--- src/phsr_pkg.sv ---
package phsr_pkg;
	// ****************************************
	// register indices and byte addresses
	// ****************************************
	localparam logic [7:0] TEN_OPS_IDX   = 8'h12;          // management address 18
	localparam logic [7:0] FAST_RX_IDX   = 8'h11;          // management address 17
	localparam logic [9:0] TEN_OPS_ADDR  = 10'h048;        // four times the index
	localparam logic [9:0] FAST_RX_ADDR  = 10'h044;
	localparam logic [9:0] CTRL_ADDR     = 10'h080;        // mode and auto-neg enable
	// ****************************************
	// field positions
	// ****************************************
	localparam int SIG_LOST_BIT  = 10;
	localparam int LOCK_ERR_BIT  = 9;
	localparam int FALSE_CAR_BIT = 8;
	localparam int INV_SYM_BIT   = 7;
	localparam int HALT_BIT      = 6;
	localparam int PREM_END_BIT  = 5;
	localparam int AN_DONE_BIT   = 4;
	localparam int SIG_DET_BIT   = 3;
	localparam int JABBER_BIT    = 2;
	localparam int RFAULT_BIT    = 1;
	localparam int LINK_BIT      = 0;
	localparam int RJAB_BIT      = 15;
	localparam int POL_REV_BIT   = 14;
	localparam int CTRL_100_BIT  = 0;
	localparam int CTRL_AN_BIT   = 1;
	// ****************************************
	// control fields and reset values
	// ****************************************
	localparam logic [13:0] OPS_RW_MASK  = 14'h3FFF;       // bits 13:0 are writable
	localparam logic [13:0] OPS_RESET    = 14'h0010;       // reserved bit 4 defaults to one
	localparam logic [1:0]  CTRL_RESET   = 2'h3;           // 100Base, auto-neg enabled
	localparam logic [31:0] ZERO_WORD    = 32'h0000_0000;
	localparam int          OPS_JAB_INH  = 5;
	localparam int          OPS_POL_INH  = 3;
	localparam int          OPS_SQE_INH  = 2;
	localparam int          OPS_LINK_INH = 1;
	localparam int          OPS_SQL_INH  = 0;
endpackage

--- src/phsr_regs.sv ---
// Our own choice: the APB register port.
`timescale 1ns/10ps
// Notes on behaviour
// RULE_01 - receive signal loss latches a status bit until register read or reset
// RULE_02 - pll lock failure latches a lock-error bit until read or reset
// RULE_03 - missing start delimiter pair latches the false-carrier bit until read or reset
// RULE_04 - invalid symbol in packet raises receive error to mac and latches bit
// RULE_05 - halt symbol signals mac and latches halt bit until read or reset
// RULE_06 - two consecutive idles in packet latch the premature-end bit
// RULE_07 - the six receive event bits are meaningless in 10base-t mode
// RULE_08 - negotiation-complete reads one only when finished and enabled
// RULE_09 - signal-detect follows twisted-pair signal presence in 100base-tx mode
// RULE_10 - jabber bit mirrors the basic status jabber bit
// RULE_11 - remote-fault bit mirrors the basic status remote-fault bit
// RULE_12 - link bit mirrors the basic status link bit
// RULE_13 - 10base-t operations register sits at management address 18
// RULE_14 - software writes default values into reserved operations bits
// RULE_15 - auto-polarity-inhibit one leaves reversed polarity uncorrected
// RULE_16 - test-inhibit one suppresses the signal quality error test
// RULE_17 - link-loss-inhibit one forces the 10base-t link to pass
// RULE_18 - jabber-inhibit one disables 10base-t jabber checking
// RULE_19 - squelch-inhibit one bypasses 10base-t squelch qualification
// RULE_20 - remote jabber latches high, cleared by reading the operations register
module phsr_regs (
	// clock and reset
	input  wire logic        clock_in,
	input  wire logic        rst_b_in,
	// apb slave
	input  wire logic        psel_in,
	input  wire logic        penable_in,
	input  wire logic        pwrite_in,
	input  wire logic [9:0]  paddr_in,
	input  wire logic [31:0] pwdata_in,
	output logic      [31:0] prdata_out,
	output logic             pready_out,
	output logic             pslverr_out,
	// receive path events, one-cycle or level
	input  wire logic        sig_lost_in,
	input  wire logic        lock_fail_in,
	input  wire logic        false_carrier_in,
	input  wire logic        rx_active_in,
	input  wire logic        inv_symbol_in,
	input  wire logic        halt_symbol_in,
	input  wire logic        idle_symbol_in,
	input  wire logic        symbol_valid_in,
	input  wire logic        rx_jabber_in,
	input  wire logic        pol_reversed_in,
	// status from other blocks
	input  wire logic        an_complete_in,
	input  wire logic        signal_present_in,
	input  wire logic        basic_jabber_in,
	input  wire logic        basic_rfault_in,
	input  wire logic        basic_link_in,
	// toward mac and 10base-t logic
	output logic             rx_error_out,
	output logic             sel_100_out,
	output logic             an_enable_out,
	output logic             auto_pol_en_out,
	output logic             sqe_test_en_out,
	output logic             link_force_pass_out,
	output logic             jabber_check_en_out,
	output logic             squelch_en_out
);
	// ****************************************
	// state
	// ****************************************
	typedef struct packed {
		logic [10:5] lh;       // latched receive events
		logic        prev_idle;
		logic        rjab;
		logic        pol_rev;
		logic [13:0] ops;
		logic [1:0]  ctrl;
		logic        rx_err;
	} phsr_state_t;

	phsr_state_t st_q;
	phsr_state_t st_d;
	logic        acc;
	logic        wr;
	logic        rd;
	logic        rd_fast;
	logic        rd_ops;
	logic        hit;
	logic [15:0] fast_view;
	logic        in_pkt;

	// ****************************************
	// bus decode
	// ****************************************
	// zero wait states, so the access phase always finishes in one cycle
	assign acc     = psel_in & penable_in;
	assign wr      = acc & pwrite_in;
	assign rd      = acc & ~pwrite_in;
	assign hit     = (paddr_in == phsr_pkg::FAST_RX_ADDR) | (paddr_in == phsr_pkg::TEN_OPS_ADDR)
		| (paddr_in == phsr_pkg::CTRL_ADDR);
	assign rd_fast = rd & (paddr_in == phsr_pkg::FAST_RX_ADDR);
	assign rd_ops  = rd & (paddr_in == phsr_pkg::TEN_OPS_ADDR);     // [RULE_13]
	assign in_pkt  = rx_active_in & symbol_valid_in;

	// live view of the receive status word
	always_comb begin
		fast_view = 16'h0000;
		fast_view[10:5] = st_q.lh;
		// zero unless enabled and finished
		fast_view[phsr_pkg::AN_DONE_BIT] = an_complete_in & st_q.ctrl[phsr_pkg::CTRL_AN_BIT]; // [RULE_08]
		fast_view[phsr_pkg::SIG_DET_BIT] = signal_present_in & st_q.ctrl[phsr_pkg::CTRL_100_BIT]; // [RULE_09]
		fast_view[phsr_pkg::JABBER_BIT]  = basic_jabber_in;   // [RULE_10]
		fast_view[phsr_pkg::RFAULT_BIT]  = basic_rfault_in;   // [RULE_11]
		fast_view[phsr_pkg::LINK_BIT]    = basic_link_in;     // [RULE_12]
	end

	// ****************************************
	// next state
	// ****************************************
	// events in the read cycle are kept: the set wins over the read clear
	always_comb begin
		st_d = st_q;
		st_d.rx_err = in_pkt & inv_symbol_in;               // [RULE_04]
		if (rd_fast) begin
			st_d.lh = 6'h00;
		end
		if (rd_ops) begin
			st_d.rjab    = 1'b0;                             // [RULE_20]
			st_d.pol_rev = 1'b0;
		end
		st_d.prev_idle = in_pkt & idle_symbol_in;
		// the six receive events are only sampled in 100base mode; in 10base-t the bits carry nothing
		if (st_q.ctrl[phsr_pkg::CTRL_100_BIT]) begin         // [RULE_07]
			if (sig_lost_in) begin
				st_d.lh[phsr_pkg::SIG_LOST_BIT] = 1'b1;      // [RULE_01]
			end
			if (lock_fail_in) begin
				st_d.lh[phsr_pkg::LOCK_ERR_BIT] = 1'b1;      // [RULE_02]
			end
			if (false_carrier_in) begin
				st_d.lh[phsr_pkg::FALSE_CAR_BIT] = 1'b1;     // [RULE_03]
			end
			if (in_pkt & inv_symbol_in) begin
				st_d.lh[phsr_pkg::INV_SYM_BIT] = 1'b1;       // [RULE_04]
			end
			if (in_pkt & halt_symbol_in) begin
				st_d.lh[phsr_pkg::HALT_BIT] = 1'b1;          // [RULE_05]
			end
			if (in_pkt & idle_symbol_in & st_q.prev_idle) begin
				st_d.lh[phsr_pkg::PREM_END_BIT] = 1'b1;      // [RULE_06]
			end
		end
		if (rx_jabber_in) begin
			st_d.rjab = 1'b1;                                // [RULE_20]
		end
		if (pol_reversed_in) begin
			st_d.pol_rev = 1'b1;
		end
		// reserved bits store whatever software writes; software keeps defaults
		if (wr & (paddr_in == phsr_pkg::TEN_OPS_ADDR)) begin
			st_d.ops = pwdata_in[13:0] & phsr_pkg::OPS_RW_MASK;  // [RULE_14]
		end
		if (wr & (paddr_in == phsr_pkg::CTRL_ADDR)) begin
			st_d.ctrl = pwdata_in[1:0];
		end
		// halt also flags the mac, but only where 100base symbols have meaning
		if (st_q.ctrl[phsr_pkg::CTRL_100_BIT] & halt_symbol_in & in_pkt) begin
			st_d.rx_err = 1'b1;                              // [RULE_05]
		end
		if (~rst_b_in) begin
			st_d = '0;
			st_d.ops  = phsr_pkg::OPS_RESET;
			st_d.ctrl = phsr_pkg::CTRL_RESET;
		end
	end

	// state register
	always_ff @(posedge clock_in) begin
		st_q <= st_d;
	end

	// ****************************************
	// read mux and outputs
	// ****************************************
	always_comb begin
		prdata_out = phsr_pkg::ZERO_WORD;
		if (rd && paddr_in == phsr_pkg::FAST_RX_ADDR) begin
			prdata_out[15:0] = fast_view;
		end else if (rd && paddr_in == phsr_pkg::TEN_OPS_ADDR) begin
			prdata_out[phsr_pkg::RJAB_BIT]    = st_q.rjab;
			prdata_out[phsr_pkg::POL_REV_BIT] = st_q.pol_rev;
			prdata_out[13:0]                  = st_q.ops;
		end else if (rd && paddr_in == phsr_pkg::CTRL_ADDR) begin
			prdata_out[1:0] = st_q.ctrl;
		end
	end

	assign pready_out          = 1'b1;
	assign pslverr_out         = acc & ~hit;    // unmapped address answers with an error
	assign rx_error_out        = st_q.rx_err;   // [RULE_04]
	assign sel_100_out         = st_q.ctrl[phsr_pkg::CTRL_100_BIT];
	assign an_enable_out       = st_q.ctrl[phsr_pkg::CTRL_AN_BIT];
	assign auto_pol_en_out     = ~st_q.ops[phsr_pkg::OPS_POL_INH];   // [RULE_15]
	assign sqe_test_en_out     = ~st_q.ops[phsr_pkg::OPS_SQE_INH];   // [RULE_16]
	assign link_force_pass_out = st_q.ops[phsr_pkg::OPS_LINK_INH];   // [RULE_17]
	assign jabber_check_en_out = ~st_q.ops[phsr_pkg::OPS_JAB_INH];   // [RULE_18]
	assign squelch_en_out      = ~st_q.ops[phsr_pkg::OPS_SQL_INH];   // [RULE_19]
endmodule

--- config.mk ---
export PLATFORM = sky130hd
export DESIGN_NAME = phsr_regs
export DESIGN_NICKNAME = d
export VERILOG_FILES = /design/src/phsr_pkg.sv /design/src/phsr_regs.sv
export SDC_FILE = /design/constraint.sdc
export NUM_CORES = 1
export LEC_CHECK = 0
export BUFFER_PORTS_ARGS = -buffer_cell sky130_fd_sc_hd__buf_4
export CAP_MARGIN = 15
export CORE_UTILIZATION = 41
export CTS_CLUSTER_SIZE = 40
export DETAILED_ROUTE_END_ITERATION = 10
export PLACE_DENSITY_LB_ADDON = 0.05
export SYNTH_ARGS = -nofsm -noshare
export SYNTH_HDL_FRONTEND = slang
export SYNTH_SLANG_ARGS = --single-unit
--- constraint.sdc ---
create_clock -name clock_in -period 1.85 [get_ports clock_in]
set_input_delay 0.2775 -clock clock_in [delete_from_list [all_inputs] [get_ports clock_in]]
set_output_delay 0.2775 -clock clock_in [all_outputs]
set_load 0.02 [all_outputs]
==> results.json, run 1 <==
{
  "status": "finished clean",
  "cts-resized-gates": 0,
  "ys_top_cells_by_count": "nand2_1 (36), dfxtp_1 (26), buf_4 (18)",
  "whs_ns": 0.151,
  "ant_nets": 0,
  "fmax_mhz": 599,
  "r2r_end": "fast_view[7]$_SDFF_PN0_",
  "dp_slack_ns": 0.176,
  "gr-total-overflow": 0,
  "synth_edf_count": 0,
  "ys_seq_area_frac": 0.352,
  "die_y_um": 62.1,
  "clock_sinks": 26,
  "start_kind": "input pin",
  "p_total_mw": 1.05,
  "place_hpwl_mm": 2.78,
  "synth.area.top_cells": "dfxtp_1 (35%), mux2i_1 (11%), buf_4 (9.1%)",
  "routed_wl_mm": 3.55,
  "hold_depth": 3,
  "hold_viol_final": 0,
  "clkTransAtPathRegs_ns": 0.14,
  "portBuffers": 68,
  "postPlaceCellArea_um2": 1990,
  "placeableCoreArea_um2": 3390,
  "setup_ws_ns": 0.180,
  "hold_class": "input pin to flip-flop",
  "clockRootBuffer": "clkbuf_4",
  "post-cts-setup-buffers": 0,
  "rows": 21,
  "crit_type": "input pin to output port",
  "h-tree-depth": 1,
  "yosysWarnings": 0,
  "worstRegToRegCells": 2,
  "grt_pass1_vias": 1304,
  "die-area_um2": 3850,
  "postSynthAreaPerCell_um2": 8.31,
  "netlist_instances": 178,
  "drive_above_1_share": 0.340,
  "ir_worst_vdd_mv": 0.435,
  "diodes": 0,
  "grt_first_pass_wirelength_mm": 5.33,
  "fp.dieW_um": 62.1,
  "syn_area_um2": 1480,
  "crit_fanout": 5,
  "worst_pin_slew_ns": 0.647,
  "synth_top_area_frac": 0.352,
  "avgRoutedWirePerCell_um": 12.1,
  "p_per_area_nw_per_um2": 518,
  "skew_ns": 0.000253,
  "clockBufferDepth": 2,
  "fin_tns_setup_ns": 0,
  "slew_viol_final": 0,
  "place_congestion": 0.784,
  "rsz0062_at_grt": "false",
  "cts_made_buffers": 3,
  "cts_tree": "yes",
  "drc": 0,
  "whs_endpoint": "st_q[17]$_SDFFE_PN0P_",
  "end_kind": "output port",
  "synthMostInstantiatedCell": "nand2_1",
  "ys_ff_latch": 26,
  "r2r_start": "sel_100_out$_SDFFE_PN1P_",
  "yosysTopAreaCell": "dfxtp_1",
  "synth_compound_area_frac": 0.130,
  "min_period_ns": 1.67,
  "drv_cap": 0,
  "synth-async-reset-ratio": 0,
  "initial_core_util": 0.436,
  "nets": 310,
  "fill_cells": 337,
  "setup_viol": 0,
  "ios": 104,
  "track_usage": 0.188,
  "clock_latency_ns": 0.31,
  "synth_fa_ha_area_frac": 0,
  "grt_max_degree": 21,
  "antenna_found_initial": 0,
  "maxSlewHeadroom": 0.563,
  "fin_area_um2": 2020,
  "power.leakage_nw": 0.886,
  "area.growth.synth_to_final_pct": 36.8,
  "synth_top_family_by_area": "simple AND/OR/NAND/NOR gates",
  "ys.flop_type": "dfxtp_1",
  "cp.required_ns": 1.57,
  "cp.arrival_ns": 1.39,
  "synthSimpleGateAreaFrac": 0.267,
  "drt_iter0_drc": 56,
  "ys_types": 29,
  "synth_xor_xnor_area_share": 0,
  "synth_mux_area_frac": 0.108,
  "post-route-period-util": 0.903,
  "dr.pass1.iters": 4,
  "hp-start": "pol_reversed_in",
  "hold_buffers": 0,
  "vias_per_cell": 4.88,
  "vias": 1430,
  "rrSetupSlack_ns": 1.02
}
## layout by cell type (no fill, tap or decap)
cell	instances
a21oi_1	4
a22oi_1	7
a31oi_1	1
a32o_1	5
a32oi_1	2
a41oi_1	1
and2_1	6
and3_1	2
and3b_1	5
and4_1	3
and4bb_2	2
buf_4	77
clkbuf_4	3
clkbuf_8	1
conb_1	17
dfxtp_1	26
inv_1	5
mux2i_1	16
nand2_1	36
nand3_1	1
nor2_1	16
nor2b_1	2
nor3b_1	1
nor4_4	1
nor4b_1	1
o21ai_0	4
o2bb2ai_1	1
o31a_1	1
## per-layer routing
layer,track usage,up-vias,share of wire
met2,0.340,59,0.47
li1,-,720,-
met4,0.0921,0,0.011
met5,0,-,0
met1,0.221,647,0.45
met3,0.0186,4,0.069
## power breakdown
part,leakage (nW),switching (mW),total [mW],internal (mW)
clock,0.0210,0.162,0.282,0.120
sequential,0.212,0.00642,0.581,0.574
combinational,0.653,0.0940,0.185,0.0908
total,0.886,0.262,1.05,0.785
## layout make-up
class | instances | area, µm² | share of cell area
Clock buffer | 4 | 36.3 | 0.0179
Inverter | 5 | 18.8 | 0.00928
Multi-Input combinational cell | 135 | 812 | 0.401
Sequential cell | 26 | 520 | 0.257
Tap cell | 46 | 57.6 | 0.0284
Timing Repair Buffer | 77 | 578 | 0.286
## logic make-up after synthesis
group | count (synthesis)
AND/OR/NAND/NOR | 76
flip-flops | 26
AO/OA/AOI/OAI | 26
other | 2
multiplexers | 16
buffers and inverters | 32
## registers in the layout, summed over array words and instances, names as in the netlist
register	flops
fast_view	6
sel_100_out	1
rx_error_out	1
an_enable_out	1
link_force_pass_out	1
st_q	16
## per-stage QoR
step / utilization / std cells
final: 0.597 / 293
after global routing: 0.597 / 293
after CTS: 0.597 / 293
after detailed placement: 0.586 / 289
after global placement: 0.586 / 289
after floorplan: - / 193
## worst max-delay path, cell delays in order
cell and delay [ns]:
buf_4 0.12, nor4_4 0.32, buf_4 0.19, nand2_1 0.05, o31a_1 0.28, buf_4 0.16
## worst max path at each step
stage	startpoint	endpoint	depth (start not counted)
2_1_floorplan	paddr_in[1]	prdata_out[1]	4
3_3_place_gp	paddr_in[1]	pslverr_out	6
3_5_place_dp	paddr_in[1]	prdata_out[12]	5
4_1_cts	paddr_in[1]	prdata_out[12]	5
5_1_grt	paddr_in[3]	prdata_out[0]	5
6_report	paddr_in[1]	pslverr_out	6
Power figures use the tool's default switching activity.
==> run 2: changes to the inputs <==
REMOVE_ABC_BUFFERS = 1   (was unset)
==> run 2 against run 1 <==
Compared with the run above:
- final cell count decreased by 1.0%
- critical path depth decreased by 1
- worst setup slack worse by 0.027 ns
- sequential power is essentially flat
- non-clock buffer count down 2
- combinational power is essentially flat
- via count is 0.91% lower
- sequential cell count is the same
- highest routed layer unchanged
==> results.json, run 2 (synthesis results as in run 1) <==
{
  "status": "finished clean",
  "die-area_um2": 3850,
  "drc": 0,
  "drive_above_1_share": 0.332,
  "min_period_ns": 1.70,
  "clkTransAtPathRegs_ns": 0.13,
  "die_y_um": 62.1,
  "h-tree-depth": 1,
  "nets": 308,
  "clockBufferDepth": 2,
  "grt_pass1_vias": 1247,
  "post-cts-setup-buffers": 0,
  "dr.pass1.iters": 4,
  "start_kind": "input pin",
  "diodes": 0,
  "final_cell_mix": "buf_4 (75), nand2_1 (36), dfxtp_1 (26)",
  "grt_first_pass_wirelength_mm": 5.30,
  "crit_slowest_cell": "and4bb_2",
  "power.leakage_nw": 0.869,
  "critPathMostFrequentCell": "buf_4",
  "portBuffers": 68,
  "track_usage": 0.189,
  "ir_worst_vdd_mv": 0.310,
  "whs_ns": 0.162,
  "post-route-period-util": 0.917,
  "skew_ns": 0.00448,
  "p_total_uw": 997,
  "gr-total-overflow": 0,
  "p_per_area_nw_per_um2": 500,
  "antenna_found_initial": 0,
  "ant_nets": 0,
  "drt_iter0_drc": 64,
  "dp_slack_ns": 0.143,
  "rows": 21,
  "drv_cap": 0,
  "area.growth.synth_to_final_pct": 34.9,
  "ios": 104,
  "final_common_cell": "buf_4",
  "cpPeakStageDelay_ns": 0.38,
  "cts-resized-gates": 0,
  "clock_latency_ns": 0.31,
  "registers.top_by_ff_count": "st_q",
  "end_kind": "output port",
  "hold_class": "input pin to flip-flop",
  "vias": 1417,
  "clockRootBuffer": "clkbuf_4",
  "initial_core_util": 0.436,
  "crit_fanout": 9,
  "cts_made_buffers": 3,
  "fin_tns_setup_ns": 0,
  "cts_tree": "yes",
  "cp.arrival_ns": 1.42,
  "setup_viol": 0,
  "place_congestion": 0.729,
  "largest_reg_flops": 16,
  "hold_viol_final": 0,
  "slew_viol_final": 0,
  "hold_buffers": 0,
  "grt_max_degree": 35,
  "routed_wl_mm": 3.57,
  "maxSlewHeadroom": 0.571,
  "crit_type": "input pin to output port",
  "cp.required_ns": 1.57,
  "place_hpwl_mm": 2.78,
  "clock_sinks": 26,
  "worst_pin_slew_ns": 0.635,
  "rrSetupSlack_ns": 0.96,
  "avgRoutedWirePerCell_um": 12.3,
  "placeableCoreArea_um2": 3390,
  "fmax_mhz": 589,
  "fp.dieW_um": 62.1,
  "vias_per_cell": 4.89,
  "setup_ws_ns": 0.153,
  "rsz0062_at_grt": "false",
  "path_cells": "buf_4, and4bb_2, and4_1, and2_1, buf_4"
}
-- run 2: cell count changes in the layout (fill, tap and decap cells not counted), sizes merged --
cell	before	now
buf	77	75
clkbuf	4	3
-- run 2: report_power, final --
| part | internal, mW | total, mW | switching, mW |
|---|---|---|---|
| Sequential | 0.574 | 0.581 | 0.00659 |
| Combinational | 0.0887 | 0.182 | 0.0934 |
| Clock | 0.0760 | 0.234 | 0.158 |
| Total | 0.739 | 0.997 | 0.258 |
-- run 2: metrics by stage --
step | std cells | instance area [µm²] | utilization
finish | 290 | 1990 | 0.588
floorplan | 166 | 1350 | -
CTS | 290 | 1990 | 0.588
global placement | 287 | 1970 | 0.582
global route | 290 | 1990 | 0.588
detailed placement | 287 | 1970 | 0.582
-- run 2: area by class of cell --
| cell class | instances | area (µm²) |
|---|---|---|
| Tap cell | 46 | 57.6 |
| Inverter | 5 | 18.8 |
| Timing Repair Buffer | 75 | 563 |
| Clock buffer | 3 | 22.5 |
| Sequential cell | 26 | 520 |
| Fill cell | 332 | 1400 |
| Multi-Input combinational cell | 135 | 812 |
-- run 2: worst paths after layout --
check,end,cells after the start,from
worst min-delay path,st_q[17]$_SDFFE_PN0P_,3,pol_reversed_in
worst max-delay path,prdata_out[15],5,paddr_in[2]
worst max register to register,fast_view[6]$_SDFF_PN0_,1,sel_100_out$_SDFFE_PN1P_
worst min register to register,fast_view[5]$_SDFF_PN0_,2,st_q[19]$_SDFF_PN0_
-- run 2: layer usage --
layer	global-route usage	part of all wire
met4	0.0476	0.0048
met2	0.356	0.51
met3	0.0248	0.065
met1	0.223	0.42
met5	0	0
-- run 2: worst max-delay path, delay by kind of cell --
kind                   cells  cell delay [ns]
AND/OR/NAND/NOR            3             0.87
buffers and inverters      2             0.27
